<file path="src/verilog/fifo_port_pkg.sv">
// Constants shared by the port-side FIFO control block
package fifo_port_pkg;
   // ***************************************************************
   // Sizes
   // ***************************************************************
   localparam int DATA_W = 36;
   localparam int ADDR_W = 6;
   localparam int PTR_W  = 7;
   localparam int LANE_W = 9;
   localparam int LANES  = 4;
   localparam int DEPTH  = 64;
   localparam logic [PTR_W-1:0] DEPTH_COUNT = 7'h40;
   localparam logic [PTR_W-1:0] EMPTY_COUNT = 7'h00;
   localparam logic [PTR_W-1:0] PTR_RESET   = 7'h00;
   localparam logic [DATA_W-1:0] DATA_RESET = 36'h0;

   // ***************************************************************
   // Preset almost-full offsets, chosen by the two offset selects
   // ***************************************************************
   localparam logic [PTR_W-1:0] OFFSET_SEL0 = 7'h10;
   localparam logic [PTR_W-1:0] OFFSET_SEL1 = 7'h0C;
   localparam logic [PTR_W-1:0] OFFSET_SEL2 = 7'h08;
   localparam logic [PTR_W-1:0] OFFSET_SEL3 = 7'h04;

   // ***************************************************************
   // Bit positions inside the synchronised pin vector
   // ***************************************************************
   localparam int A_CLK     = 0;
   localparam int A_SEL_N   = 1;
   localparam int A_EN      = 2;
   localparam int A_WR      = 3;
   localparam int A_MBX     = 4;
   localparam int A_PG      = 5;
   localparam int A_DATA    = 6;
   localparam int B_CLK     = 42;
   localparam int B_SEL_N   = 43;
   localparam int B_EN      = 44;
   localparam int B_WR      = 45;
   localparam int B_SZ_LO   = 46;
   localparam int B_SZ_HI   = 47;
   localparam int B_DATA    = 48;
   localparam int ODD_SEL   = 84;
   localparam int FS_LO     = 85;
   localparam int FS_HI     = 86;
   localparam int PIN_W     = 87;
endpackage

</file>
<file path="src/verilog/fifo_port_ctrl.sv">
// Port-side control of a 64x36 FIFO with mailboxes and port A parity
//
// What this block does
// Port A acts only when selected and enabled
// Port B acts only when selected and enabled
// Empty flag low blocks FIFO reads
// Empty low at reset, high two edges later
// Full flag low blocks FIFO writes
// Full low at reset, high two edges later
// Offset selects latched when reset releases
// Mailbox select redirects port A to mailboxes
// Port A outputs show mailbox two
// Mailbox one write drops its flag, locks
// Port B mailbox read raises mailbox one flag
// Mailbox two write drops its flag, locks
// Port A mailbox read raises mailbox two flag
// Both mailbox flags high during reset
// Parity type input picks odd or even
// Generated parity follows the parity type
// Any failing port A lane flags error
// Error forced high while port A is set up for a mailbox read with parity generation
// Reset held over four edges each port
// Write select high writes, outputs float
// Both size selects pick the port B mailbox
// Almost full when free space within offset
// Qualified port A write stores FIFO word
`timescale 1ns/1ps
module fifo_port_ctrl (
   input  wire logic                                core_clk,
   input  wire logic                                reset_n,
   input  wire logic                                port_a_clock,
   input  wire logic                                port_a_select_n,
   input  wire logic                                port_a_enable,
   input  wire logic                                port_a_write_not_read,
   input  wire logic                                port_a_mailbox_select,
   input  wire logic                                port_a_parity_generate,
   input  wire logic [fifo_port_pkg::DATA_W-1:0]    port_a_data_in,
   output logic      [fifo_port_pkg::DATA_W-1:0]    port_a_data_out,
   output logic                                     port_a_data_oe,
   output logic                                     port_a_parity_error_n,
   input  wire logic                                port_b_clock,
   input  wire logic                                port_b_select_n,
   input  wire logic                                port_b_enable,
   input  wire logic                                port_b_write_not_read,
   input  wire logic                                port_b_size_select_lo,
   input  wire logic                                port_b_size_select_hi,
   input  wire logic [fifo_port_pkg::DATA_W-1:0]    port_b_data_in,
   output logic      [fifo_port_pkg::DATA_W-1:0]    port_b_data_out,
   output logic                                     port_b_data_oe,
   input  wire logic                                parity_odd_select,
   input  wire logic                                offset_select_lo,
   input  wire logic                                offset_select_hi,
   output logic                                     empty_flag_n,
   output logic                                     full_flag_n,
   output logic                                     almost_full_flag_n,
   output logic                                     mailbox_one_flag_n,
   output logic                                     mailbox_two_flag_n
);
   import fifo_port_pkg::*;

   // ***************************************************************
   // Pin synchronisers
   // ***************************************************************
   // No reset here: the chain must already hold live pin levels when
   // reset releases, so the offset selects can be caught at once.
   logic [PIN_W-1:0]  pin_meta;
   logic [PIN_W-1:0]  pin_sync;
   logic              a_clk_prev;
   logic              b_clk_prev;

   always_ff @(posedge core_clk) begin
      pin_meta   <= {offset_select_hi, offset_select_lo, parity_odd_select,
                     port_b_data_in, port_b_size_select_hi, port_b_size_select_lo,
                     port_b_write_not_read, port_b_enable, port_b_select_n,
                     port_b_clock, port_a_data_in, port_a_parity_generate,
                     port_a_mailbox_select, port_a_write_not_read, port_a_enable,
                     port_a_select_n, port_a_clock};
      pin_sync   <= pin_meta;
      a_clk_prev <= pin_sync[A_CLK];
      b_clk_prev <= pin_sync[B_CLK];
   end

   logic               a_sel_n, a_en, a_wr, a_mbx, a_pg, odd_sel;
   logic               b_sel_n, b_en, b_wr, b_mbx;
   logic [DATA_W-1:0]  a_data, b_data;
   logic               a_edge, b_edge;

   assign a_sel_n = pin_sync[A_SEL_N];
   assign a_en    = pin_sync[A_EN];
   assign a_wr    = pin_sync[A_WR];
   assign a_mbx   = pin_sync[A_MBX];
   assign a_pg    = pin_sync[A_PG];
   assign a_data  = pin_sync[A_DATA +: DATA_W];
   assign b_sel_n = pin_sync[B_SEL_N];
   assign b_en    = pin_sync[B_EN];
   assign b_wr    = pin_sync[B_WR];
   assign b_data  = pin_sync[B_DATA +: DATA_W];
   assign odd_sel = pin_sync[ODD_SEL];
   // mailbox size code
   assign b_mbx   = pin_sync[B_SZ_LO] & pin_sync[B_SZ_HI];
   assign a_edge  = pin_sync[A_CLK] & ~a_clk_prev;
   assign b_edge  = pin_sync[B_CLK] & ~b_clk_prev;

   // ***************************************************************
   // Access qualification
   // ***************************************************************
   logic a_access, b_access, a_write, a_read, b_write, b_read;
   logic a_fifo_write, a_mb1_write, a_mb2_read;
   logic b_fifo_read, b_mb1_read, b_mb2_write;

   // select low and enable high
   assign a_access     = a_edge & ~a_sel_n & a_en;
   // select low and enable high
   assign b_access     = b_edge & ~b_sel_n & b_en;
   // write select high means write
   assign a_write      = a_access & a_wr;
   assign a_read       = a_access & ~a_wr;
   assign b_write      = b_access & b_wr;
   assign b_read       = b_access & ~b_wr;
   // full blocks FIFO writes
   assign a_fifo_write = a_write & ~a_mbx & full_flag_n;
   // mailbox select redirects port A
   assign a_mb1_write  = a_write & a_mbx & mailbox_one_flag_n;
   assign a_mb2_read   = a_read & a_mbx;
   // empty blocks FIFO reads
   assign b_fifo_read  = b_read & ~b_mbx & empty_flag_n;
   assign b_mb1_read   = b_read & b_mbx;
   // locked while flag low
   assign b_mb2_write  = b_write & b_mbx & mailbox_two_flag_n;

   // ***************************************************************
   // FIFO storage and pointers
   // ***************************************************************
   logic [DATA_W-1:0] mem [DEPTH];
   logic [PTR_W-1:0]  wr_ptr, rd_ptr;
   logic [PTR_W-1:0]  next_wr_ptr, next_rd_ptr, next_fill, next_free;

   assign next_wr_ptr = wr_ptr + PTR_W'(a_fifo_write);
   assign next_rd_ptr = rd_ptr + PTR_W'(b_fifo_read);
   assign next_fill   = next_wr_ptr - next_rd_ptr;
   assign next_free   = DEPTH_COUNT - next_fill;

   // store word at write pointer
   always_ff @(posedge core_clk) begin
      if (a_fifo_write) begin
         mem[wr_ptr[ADDR_W-1:0]] <= a_data;
      end
   end

   always_ff @(posedge core_clk or negedge reset_n) begin
      if (!reset_n) begin
         wr_ptr <= PTR_RESET;
         rd_ptr <= PTR_RESET;
      end else begin
         wr_ptr <= next_wr_ptr;
         rd_ptr <= next_rd_ptr;
      end
   end

   // ***************************************************************
   // Empty flag on port B edges
   // ***************************************************************
   logic empty_pipe;

   // two port B edges to rise
   always_ff @(posedge core_clk or negedge reset_n) begin
      if (!reset_n) begin
         empty_pipe   <= 1'b0;
         empty_flag_n <= 1'b0;
      end else if (b_edge) begin
         empty_pipe   <= (next_fill != EMPTY_COUNT);
         empty_flag_n <= empty_pipe & (next_fill != EMPTY_COUNT);
      end
   end

   // ***************************************************************
   // Full and almost-full flags on port A edges
   // ***************************************************************
   logic             full_pipe;
   logic             offset_loaded;
   logic [PTR_W-1:0] offset;

   // two port A edges to rise
   always_ff @(posedge core_clk or negedge reset_n) begin
      if (!reset_n) begin
         full_pipe   <= 1'b0;
         full_flag_n <= 1'b0;
      end else if (a_edge) begin
         full_pipe   <= (next_fill != DEPTH_COUNT);
         full_flag_n <= full_pipe & (next_fill != DEPTH_COUNT);
      end
   end

   // catch offset selects after release
   always_ff @(posedge core_clk or negedge reset_n) begin
      if (!reset_n) begin
         offset_loaded <= 1'b0;
         offset        <= OFFSET_SEL0;
      end else if (!offset_loaded) begin
         offset_loaded <= 1'b1;
         case ({pin_sync[FS_HI], pin_sync[FS_LO]})
            2'h0:    offset <= OFFSET_SEL0;
            2'h1:    offset <= OFFSET_SEL1;
            2'h2:    offset <= OFFSET_SEL2;
            default: offset <= OFFSET_SEL3;
         endcase
      end
   end

   // free space within offset
   always_ff @(posedge core_clk or negedge reset_n) begin
      if (!reset_n) begin
         almost_full_flag_n <= 1'b1;
      end else if (a_edge) begin
         almost_full_flag_n <= (next_free > offset);
      end
   end

   // ***************************************************************
   // Mailboxes
   // ***************************************************************
   logic [DATA_W-1:0] mailbox_one, mailbox_two;

   // write drops flag, further writes ignored
   always_ff @(posedge core_clk or negedge reset_n) begin
      if (!reset_n) begin
         mailbox_one <= DATA_RESET;
      end else if (a_mb1_write) begin
         mailbox_one <= a_data;
      end
   end

   // flags high during reset
   always_ff @(posedge core_clk or negedge reset_n) begin
      if (!reset_n) begin
         mailbox_one_flag_n <= 1'b1;
      end else if (b_mb1_read) begin
         // port B mailbox read frees it
         mailbox_one_flag_n <= 1'b1;
      end else if (a_mb1_write) begin
         mailbox_one_flag_n <= 1'b0;
      end
   end

   always_ff @(posedge core_clk or negedge reset_n) begin
      if (!reset_n) begin
         mailbox_two <= DATA_RESET;
      end else if (b_mb2_write) begin
         mailbox_two <= b_data;
      end
   end

   always_ff @(posedge core_clk or negedge reset_n) begin
      if (!reset_n) begin
         mailbox_two_flag_n <= 1'b1;
      end else if (a_mb2_read) begin
         // port A mailbox read frees it
         mailbox_two_flag_n <= 1'b1;
      end else if (b_mb2_write) begin
         // write drops flag
         mailbox_two_flag_n <= 1'b0;
      end
   end

   // ***************************************************************
   // Parity
   // ***************************************************************
   // Odd parity: the nine bits of a lane xor to one
   function automatic logic lanes_ok(input logic [DATA_W-1:0] d, input logic odd);
      logic ok;
      ok = 1'b1;
      for (int i = 0; i < LANES; i++) begin
         ok = ok & ((^d[i*LANE_W +: LANE_W]) == odd);
      end
      return ok;
   endfunction

   function automatic logic [DATA_W-1:0] add_parity(input logic [DATA_W-1:0] d,
                                                    input logic            odd);
      logic [DATA_W-1:0] r;
      r = d;
      for (int i = 0; i < LANES; i++) begin
         r[i*LANE_W + LANE_W - 1] = (^d[i*LANE_W +: LANE_W-1]) ^ odd;
      end
      return r;
   endfunction

   logic gen_setup;
   assign gen_setup = ~a_sel_n & a_en & ~a_wr & a_mbx & a_pg;

   // any lane failing drops the flag
   always_ff @(posedge core_clk or negedge reset_n) begin
      if (!reset_n) begin
         port_a_parity_error_n <= 1'b1;
      end else begin
         // parity type from input; R18 - mailbox read setup with generation forces high
         port_a_parity_error_n <= gen_setup | lanes_ok(a_data, odd_sel);
      end
   end

   // ***************************************************************
   // Output data and enables
   // ***************************************************************
   // port A shows mailbox two, with its lane parity bits regenerated while a_pg is high
   always_ff @(posedge core_clk or negedge reset_n) begin
      if (!reset_n) begin
         port_a_data_out <= DATA_RESET;
      end else if (a_pg) begin
         // generated parity type
         port_a_data_out <= add_parity(mailbox_two, odd_sel);
      end else begin
         port_a_data_out <= mailbox_two;
      end
   end

   always_ff @(posedge core_clk or negedge reset_n) begin
      if (!reset_n) begin
         port_b_data_out <= DATA_RESET;
      end else if (b_fifo_read) begin
         port_b_data_out <= mem[rd_ptr[ADDR_W-1:0]];
      end else if (b_mb1_read) begin
         port_b_data_out <= mailbox_one;
      end
   end

   // float while selected for write or deselected
   always_ff @(posedge core_clk or negedge reset_n) begin
      if (!reset_n) begin
         port_a_data_oe <= 1'b0;
         port_b_data_oe <= 1'b0;
      end else begin
         port_a_data_oe <= ~a_sel_n & ~a_wr;
         port_b_data_oe <= ~b_sel_n & ~b_wr;
      end
   end
endmodule

</file>
<file path="config.mk">
export PLATFORM = sky130hd
export DESIGN_NAME = fifo_port_ctrl
export DESIGN_NICKNAME = d
export VERILOG_FILES = /design/src/verilog/fifo_port_pkg.sv /design/src/verilog/fifo_port_ctrl.sv
export SDC_FILE = /design/constraint.sdc
export NUM_CORES = 2
export LEC_CHECK = 0
export CORE_UTILIZATION = 35
export DETAILED_ROUTE_END_ITERATION = 12
export DONT_BUFFER_PORTS = 1
export PLACE_DENSITY = 0.48
export SYNTH_ARGS = -nofsm -noshare
export SYNTH_HDL_FRONTEND = slang
export SYNTH_SLANG_ARGS = --single-unit
</file>
<file path="constraint.sdc">
create_clock -name core_clk -period 5.6 [get_ports core_clk]
set_input_delay 0 -clock core_clk [delete_from_list [all_inputs] [get_ports core_clk]]
set_output_delay 0 -clock core_clk [all_outputs]
set_load 0.01 [all_outputs]
</file>
-- After elaboration in Yosys (flattened, before gate mapping)
Memories as Yosys holds them, arrays and structs flattened.
Index checks and enable logic that the tools add are counted.
- latch bits: 0
- bits in registers: 352
- output and inout bits: 80
- RAM bits: 2304
- ROM bits: 0
- memories: 1
- input bits: 89
- div/mod/pow operators: 0
- mux-type cells: 10
- shift operators: 0
- bitwise gates (word level): 45
- magnitude comparators: 1
- multipliers: 0
- equality and inequality tests: 7
- reductions and logical operators: 13
- $add $sub $neg: 4
- memories (name ; words ; bits a word ; read ports ; clocked after Yosys merged registers in ; wr ports ; RTL line ; source):
    mem ; 64 ; 36 ; 1 ; 0 ; 1 ; fifo_port_ctrl.sv:134 ; logic [DATA_W-1:0] mem [DEPTH];
- operators by type and width (operator ; count):
    36-bit 2-to-1 mux ; 3
    9-bit parity ; 4
    1-bit bitwise AND ; 32
    8-bit parity ; 4
    5-bit case mux with 3 select lines ; 1
    7-bit by 1-bit adder with 7-bit output ; 2
    1-bit NOT ; 8
    7-bit greater-than comparator ; 1
    7-bit inequality test, second input constant ; 1
    7-bit nonzero test ; 1
    7-bit subtractor ; 1
    7-bit subtractor, first input constant ; 1
    1-bit 2-to-1 mux ; 6
    2-bit nonzero test ; 3
    1-bit == test ; 4
    1-bit XOR ; 4
    2-bit by 1-bit == test with 1-bit output, second input constant ; 1
    2-bit == test, second input constant ; 1
    2-bit logical NOT ; 1
    1-bit OR ; 1

-- Longest topological paths before layout
- depth in word-level cells: 11
- depth in mapped cells: 19
- mapped depth without buffers: 18

-- Least setup slack after synthesis
OpenSTA, ideal clock, no wires.
- path type: register to register
- start point: register pin_sync[42]
- end point: register almost_full_flag_n
- buffers on the path: 1
- arrival time: 3893 ps
- stages on the path, launching flop included: 20
- period minus slack after synthesis: 3986 ps
- slack: 1614 ps
- setup time: 94 ps
- cell sequence: dfxtp_1 > nor2b_1 > and3b_1 > nor2b_1 > nand3_1 > inv_2 > buf_2 > ha_1 > ha_1 > xnor2_1 > ha_1 > and3b_1 > or3_1 > a21oi_1 > nor2_1 > ha_1 > nor2b_1 > o21a_1 > o21ai_0 > a31oi_1
- cells in the longest elaborated chain, start to end: 10
- RTL lines (element ; RTL line ; source):
    from (decl) ; fifo_port_ctrl.sv:67 ; logic [PIN_W-1:0] pin_sync;
    from (signal assigned) ; fifo_port_ctrl.sv:78 ; pin_sync <= pin_meta;
    1-bit bitwise AND ; fifo_port_ctrl.sv:102 ; assign b_edge = pin_sync[B_CLK] & ~b_clk_prev;
    1-bit bitwise AND (2 in series) ; fifo_port_ctrl.sv:114 ; assign b_access = b_edge & ~b_sel_n & b_en;
    1-bit bitwise AND ; fifo_port_ctrl.sv:119 ; assign b_read = b_access & ~b_wr;
    1-bit bitwise AND (2 in series) ; fifo_port_ctrl.sv:126 ; assign b_fifo_read = b_read & ~b_mbx & empty_flag_n;
    7-bit by 1-bit adder with 7-bit output ; fifo_port_ctrl.sv:139 ; assign next_rd_ptr = rd_ptr + PTR_W'(b_fifo_read);
    7-bit subtractor ; fifo_port_ctrl.sv:140 ; assign next_fill = next_wr_ptr - next_rd_ptr;
    7-bit subtractor ; fifo_port_ctrl.sv:141 ; assign next_free = DEPTH_COUNT - next_fill;
    7-bit greater-than comparator ; fifo_port_ctrl.sv:215 ; almost_full_flag_n <= (next_free > offset);
    to (signal assigned) ; fifo_port_ctrl.sv:215 ;
    to (decl) ; fifo_port_ctrl.sv:55 ; output logic almost_full_flag_n,
No other way between the ends.
A chain may end at the register's enable or synchronous reset.

-- Worst setup path after layout
- start point: register pin_sync[0]
- end point: memory mem[49][23], enable pin
- cells in the longest elaborated chain, start to end: 8
- RTL lines (element ; RTL line ; source):
    1-bit bitwise AND ; fifo_port_ctrl.sv:101 ; assign a_edge = pin_sync[A_CLK] & ~a_clk_prev;
    1-bit bitwise AND (2 in series) ; fifo_port_ctrl.sv:112 ; assign a_access = a_edge & ~a_sel_n & a_en;
    1-bit bitwise AND ; fifo_port_ctrl.sv:116 ; assign a_write = a_access & a_wr;
    1-bit bitwise AND (2 in series) ; fifo_port_ctrl.sv:121 ; assign a_fifo_write = a_write & ~a_mbx & full_flag_n;
    1-bit 2-to-1 mux ; fifo_port_ctrl.sv:145 ; if (a_fifo_write) begin
    1-bit 2-to-1 mux (not written as such) ; fifo_port_ctrl.sv:146 ; mem[wr_ptr[ADDR_W-1:0]] <= a_data;
    to (decl) ; fifo_port_ctrl.sv:134 ;
No other way between the ends.

==> impl_results.html <==
<table>
<tr><th>Metric</th><th>Value</th></tr>
<tr><th colspan="2">Global routing</th></tr>
<tr><td>Peak-usage layer in the global routing report</td><td>met2</td></tr>
<tr><td>Global route overflow</td><td>0</td></tr>
<tr><td>Grt met1 use</td><td>0.269</td></tr>
<tr><td>Initial antenna violation count</td><td>18</td></tr>
<tr><td>Vias in the first global route</td><td>47000</td></tr>
<tr><td>Largest net degree at the start of global routing</td><td>167</td></tr>
<tr><td>Total global routing track utilization</td><td>0.195</td></tr>
<tr><td>GR Layer Usage met3</td><td>0.0412</td></tr>
<tr><td>First-pass GRT wire length</td><td>385000 µm</td></tr>
<tr><td>Met2 track demand over resource in global routing</td><td>0.315</td></tr>
<tr><th colspan="2">Synth</th></tr>
<tr><td>Net count after synthesis</td><td>4218</td></tr>
<tr><td>Area leader, netlist</td><td>sky130_fd_sc_hd__edfxtp_1</td></tr>
<tr><td>Synth cell types</td><td>59</td></tr>
<tr><td>Fraction of registers with async set/reset</td><td>0.0649</td></tr>
<tr><td>Top area cells in the synthesized netlist</td><td>sky130_fd_sc_hd__edfxtp_1 (70%), sky130_fd_sc_hd__mux4_2 (16%), sky130_fd_sc_hd__dfrtp_1 (4.3%)</td></tr>
<tr><td>Post-synth design cell area</td><td>0.0982 mm²</td></tr>
<tr><td>Sequential-to-total area share from yosys stat</td><td>0.785</td></tr>
<tr><td>Synthesized instance count</td><td>4113</td></tr>
<tr><td>Number of flops mapped to enable cells by yosys</td><td>2304</td></tr>
<tr><td>Share of the synthesized area in the top cell type</td><td>0.705</td></tr>
<tr><td>Most used DFF post-synth</td><td>sky130_fd_sc_hd__edfxtp_1</td></tr>
<tr><td>Average cell area after synthesis</td><td>23.9 µm²</td></tr>
<tr><td>Flip-flop and latch count after synthesis</td><td>2652</td></tr>
<tr><td>Number of warnings printed during yosys synthesis</td><td>0</td></tr>
<tr><th colspan="2">Critical path</th></tr>
<tr><td>Crit. End Element</td><td>flop</td></tr>
<tr><td>Arrival time worst endpoint</td><td>5.27 ns</td></tr>
<tr><td>Nature of the critical path startpoint</td><td>flop</td></tr>
<tr><td>Worst R2R Path Depth</td><td>6</td></tr>
<tr><td>Register-to-register setup slack</td><td>0.85 ns</td></tr>
<tr><td>Class of the most critical setup path</td><td>reg2reg</td></tr>
<tr><td>Worst EP required</td><td>6.12 ns</td></tr>
<tr><td>Peak fanout along the critical path</td><td>23</td></tr>
<tr><td>Source of the critical timing path</td><td>pin_sync[0]</td></tr>
<tr><td>Worst flop-to-flop path startpoint</td><td>pin_sync[0]</td></tr>
<tr><td>Destination of the worst register-to-register timing path</td><td>mem[49][23]</td></tr>
<tr><th colspan="2">Timing</th></tr>
<tr><td>Endpoints failing hold</td><td>0</td></tr>
<tr><td>Final period demand of the worst path</td><td>4.75 ns</td></tr>
<tr><td>Setup-failing EPs final</td><td>0</td></tr>
<tr><td>Maximum clock frequency</td><td>211 MHz</td></tr>
<tr><td>Clock Skew</td><td>0.0594 ns</td></tr>
<tr><td>Worst hold-check slack</td><td>0.236 ns</td></tr>
<tr><td>Final clock period utilization by the worst path</td><td>0.848</td></tr>
<tr><td>Worst Tran Pin Value</td><td>1.32 ns</td></tr>
<tr><td>Number of max-slew violations in the final report</td><td>0</td></tr>
<tr><td>Remaining max-slew budget at the tightest pin</td><td>0.120</td></tr>
<tr><td>RSZ-0062 raised after global routing</td><td>false</td></tr>
<tr><td>Sum of negative setup slack</td><td>0 ns</td></tr>
<tr><th colspan="2">Floorplan</th></tr>
<tr><td>Die Ht</td><td>532 µm</td></tr>
<tr><td>Floorplan die width</td><td>532 µm</td></tr>
<tr><td>Count of standard-cell rows</td><td>194</td></tr>
<tr><td>Full die area</td><td>0.283 mm²</td></tr>
<tr><td>Area of the core</td><td>0.279 mm²</td></tr>
<tr><td>Initial core utilization</td><td>0.352</td></tr>
<tr><td>Number of top-level design ports</td><td>169</td></tr>
<tr><th colspan="2">Clocking</th></tr>
<tr><td>Number of buffers on the longest clock path</td><td>4</td></tr>
<tr><td>Clock tree from TritonCTS</td><td>done</td></tr>
<tr><td>Post-CTS setup buffer count</td><td>0</td></tr>
<tr><td>H-Tree Level Count</td><td>5</td></tr>
<tr><td>Clock input transition at the sequential cells of the worst setup and hold paths</td><td>0.06 ns</td></tr>
<tr><td>Clock latency reported for the late side of the worst-skew pair</td><td>0.86 ns</td></tr>
<tr><td>Master cell of the clock root buffer</td><td>sky130_fd_sc_hd__clkbuf_16</td></tr>
<tr><td>TritonCTS Buffers</td><td>295</td></tr>
<tr><td>CTS sink cnt</td><td>2652</td></tr>
<tr><td># resized after CTS</td><td>0</td></tr>
<tr><th colspan="2">Routing</th></tr>
<tr><td>Count of antenna-violating nets left after detailed routing</td><td>0</td></tr>
<tr><td>DRT iter0 DRCs</td><td>4812</td></tr>
<tr><td>Average wire per cell in the routed design</td><td>32.4 µm</td></tr>
<tr><td>Total DRC errors in the routed layout</td><td>0</td></tr>
<tr><td>Number of iterations in the first detailed-routing pass</td><td>5</td></tr>
<tr><td>Vias per cell</td><td>5.32</td></tr>
<tr><td>Final wirelength</td><td>277000 µm</td></tr>
<tr><td>Count of vias placed by the detailed router</td><td>45400</td></tr>
<tr><th colspan="2">Power and ir drop</th></tr>
<tr><td>Leakage</td><td>35.9 nW</td></tr>
<tr><td>Clock share of power</td><td>0.414</td></tr>
<tr><td>Worst-case vdd ir drop</td><td>0.000236 V</td></tr>
<tr><td>NetSw</td><td>10.5 mW</td></tr>
<tr><td>Sequential group share of total power</td><td>0.487</td></tr>
<tr><td>Cell internal power dissipation</td><td>35.2 mW</td></tr>
<tr><td>Gate power share</td><td>0.099</td></tr>
<tr><td>Switching portion of total power</td><td>0.230</td></tr>
<tr><td>Power Dens Cells</td><td>397 mW/mm²</td></tr>
<tr><th colspan="2">Layout</th></tr>
<tr><td>Fraction of final layout cells sized beyond drive strength 1</td><td>0.322</td></tr>
<tr><td>Area added between synthesis and finish</td><td>17.4%</td></tr>
<tr><td>Final Net Count</td><td>4677</td></tr>
<tr><td>Utilization after layout</td><td>0.413</td></tr>
<tr><td>Filler cells</td><td>24400</td></tr>
<tr><th colspan="2">Place</th></tr>
<tr><td>Gp weighted congestion</td><td>0.790</td></tr>
<tr><td>Detailed placer's ending HPWL</td><td>152000 µm</td></tr>
<tr><td>Number of port buffers</td><td>0</td></tr>
<tr><th colspan="2">Status</th></tr>
<tr><td>Status</td><td>complete, no violations</td></tr>
<tr><th colspan="2">Hold path</th></tr>
<tr><td>Class of the tightest hold or removal check</td><td>in2async</td></tr>
<tr><th colspan="2">Flow run</th></tr>
<tr><td>Number of max-capacitance violations reported</td><td>0</td></tr>
</table>
## area by class of cell
type / instances / area (µm²) / share of cell area
multi-input combinational: 1239 / 20600 / 0.179
tap: 3724 / 4660 / 0.0404
clock inverter: 142 / 1300 / 0.0113
timing repair buffer: 367 / 3450 / 0.0299
antenna: 8 / 20.0 / 0.000174
sequential: 2652 / 77100 / 0.669
clock buffer: 385 / 8070 / 0.0700
inverter: 17 / 63.8 / 0.000554
## power groups by stage
stage | logic (mW) | clock network [mW] | registers (mW)
floorplan | 3.24 | 0 | 22.5
global placement | 4.53 | 0 | 22.7
detailed placement | 4.53 | 0 | 22.7
CTS | 4.67 | 19.4 | 22.3
global route | 4.86 | 20.1 | 22.3
finish | 4.53 | 18.9 | 22.3
## per-stage QoR
stage	cell area [µm²]	setup WS (ns)	instances	power (mW)
floorplan	98200	1.61	4113	25.8
finish	115000	0.850	8534	45.7
CTS	115000	0.885	8526	46.3
global placement	104000	0.980	7821	27.2
detailed placement	104000	0.940	7821	27.2
global route	115000	0.644	8532	47.2
## how the worst max path moves through the flow
stage	depth (start not counted)	slack (ns)	endpoint
finish	6	0.85	mem[49][23]
global route	6	0.64	mem[49][23]
CTS	6	0.89	mem[1][13]
detailed placement	6	0.94	mem[49][22]
global placement	16	0.98	almost_full_flag_n
floorplan	19	1.61	almost_full_flag_n
## registers in the layout (all words and copies together) (netlist names), 3 cells and up
| name | count |
|---|---|
| mailbox_one | 36 |
| mailbox_two | 36 |
| mem | 2304 |
| offset | 3 |
| pin_meta | 87 |
| pin_sync | 87 |
| port_a_data_out | 36 |
| port_b_data_out | 36 |
| rd_ptr | 7 |
| wr_ptr | 7 |
## cell usage in the layout (no fill, tap or decap), types with 8 or more instances in the layout
| cell type | synthesis | final |
|---|---|---|
| sky130_fd_sc_hd__edfxtp_1 | 2304 | 2304 |
| sky130_fd_sc_hd__mux4_2 | 718 | 718 |
| sky130_fd_sc_hd__clkbuf_16 | 0 | 302 |
| sky130_fd_sc_hd__dlygate4sd3_1 | 0 | 176 |
| sky130_fd_sc_hd__buf_4 | 13 | 172 |
| sky130_fd_sc_hd__dfrtp_1 | 167 | 162 |
| sky130_fd_sc_hd__dfxtp_1 | 176 | 140 |
| sky130_fd_sc_hd__mux2_2 | 79 | 79 |
| sky130_fd_sc_hd__nor2_4 | 0 | 65 |
| sky130_fd_sc_hd__clkbuf_1 | 108 | 63 |
| sky130_fd_sc_hd__xnor2_1 | 55 | 55 |
| sky130_fd_sc_hd__a22oi_1 | 54 | 54 |
| sky130_fd_sc_hd__clkinv_1 | 0 | 53 |
| sky130_fd_sc_hd__clkinv_2 | 0 | 42 |
| sky130_fd_sc_hd__nand3_1 | 38 | 37 |
| sky130_fd_sc_hd__dfxtp_2 | 0 | 36 |
| sky130_fd_sc_hd__o221a_2 | 25 | 25 |
| sky130_fd_sc_hd__nor2_1 | 89 | 24 |
| sky130_fd_sc_hd__xor2_1 | 23 | 23 |
| sky130_fd_sc_hd__nand2_1 | 22 | 22 |
| sky130_fd_sc_hd__nor2b_1 | 22 | 20 |
| sky130_fd_sc_hd__clkbuf_8 | 0 | 20 |
| sky130_fd_sc_hd__bufinv_16 | 0 | 20 |
| sky130_fd_sc_hd__buf_12 | 0 | 17 |
| sky130_fd_sc_hd__inv_1 | 16 | 16 |
| sky130_fd_sc_hd__ha_1 | 15 | 15 |
| sky130_fd_sc_hd__nor4_1 | 10 | 9 |
| sky130_fd_sc_hd__diode_2 | 0 | 8 |
| sky130_fd_sc_hd__nor3_1 | 8 | 8 |
| sky130_fd_sc_hd__clkinv_8 | 0 | 8 |
| sky130_fd_sc_hd__clkinvlp_4 | 0 | 8 |
## synthesized netlist by cell type (9+ instances only)
library cell	n
sky130_fd_sc_hd__inv_1	16
sky130_fd_sc_hd__clkbuf_1	108
sky130_fd_sc_hd__buf_4	13
sky130_fd_sc_hd__xnor2_1	55
sky130_fd_sc_hd__mux2_2	79
sky130_fd_sc_hd__edfxtp_1	2304
sky130_fd_sc_hd__a2111oi_0	9
sky130_fd_sc_hd__dfxtp_1	176
sky130_fd_sc_hd__nand3_1	38
sky130_fd_sc_hd__nor2b_1	22
sky130_fd_sc_hd__buf_6	14
sky130_fd_sc_hd__xor2_1	23
sky130_fd_sc_hd__dfrtp_1	167
sky130_fd_sc_hd__buf_2	46
sky130_fd_sc_hd__a22oi_1	54
sky130_fd_sc_hd__nand2_1	22
sky130_fd_sc_hd__nor2_1	89
sky130_fd_sc_hd__ha_1	15
sky130_fd_sc_hd__mux4_2	718
sky130_fd_sc_hd__buf_1	24
sky130_fd_sc_hd__o221a_2	25
sky130_fd_sc_hd__nor4_1	10
## cell families after synthesis
family | synth area share
flip-flops | 0.785
multiplexers | 0.174
buffers and inverters | 0.0106
AND/OR/NAND/NOR | 0.0103
AO/OA/AOI/OAI | 0.0105
XOR/XNOR | 0.00743
adder cells (fa/ha/maj) | 0.00222
other | 0.0000382
## worst max-delay path: stages (launching register included)
cell,delay (ns)
sky130_fd_sc_hd__dfxtp_1,0.33
sky130_fd_sc_hd__nor2b_1,0.43
sky130_fd_sc_hd__nand3_1,0.19
sky130_fd_sc_hd__nor4_2,0.69
sky130_fd_sc_hd__nand3_1,1.14
sky130_fd_sc_hd__nor2_4,1.20
sky130_fd_sc_hd__buf_4,0.40
## timing repair
item | CTS | global route
hold buffers | 178 | 0
setup endpoints to repair | 0 | 0
endpoints found under the hold margin | 259 | 0
## layer usage
layer,vias up,part of all wire
met3,328,0.071
met4,0,0.021
met5,-,0
met2,1546,0.49
met1,25100,0.42
li1,18400,-
(Power assumes the default switching activity.)
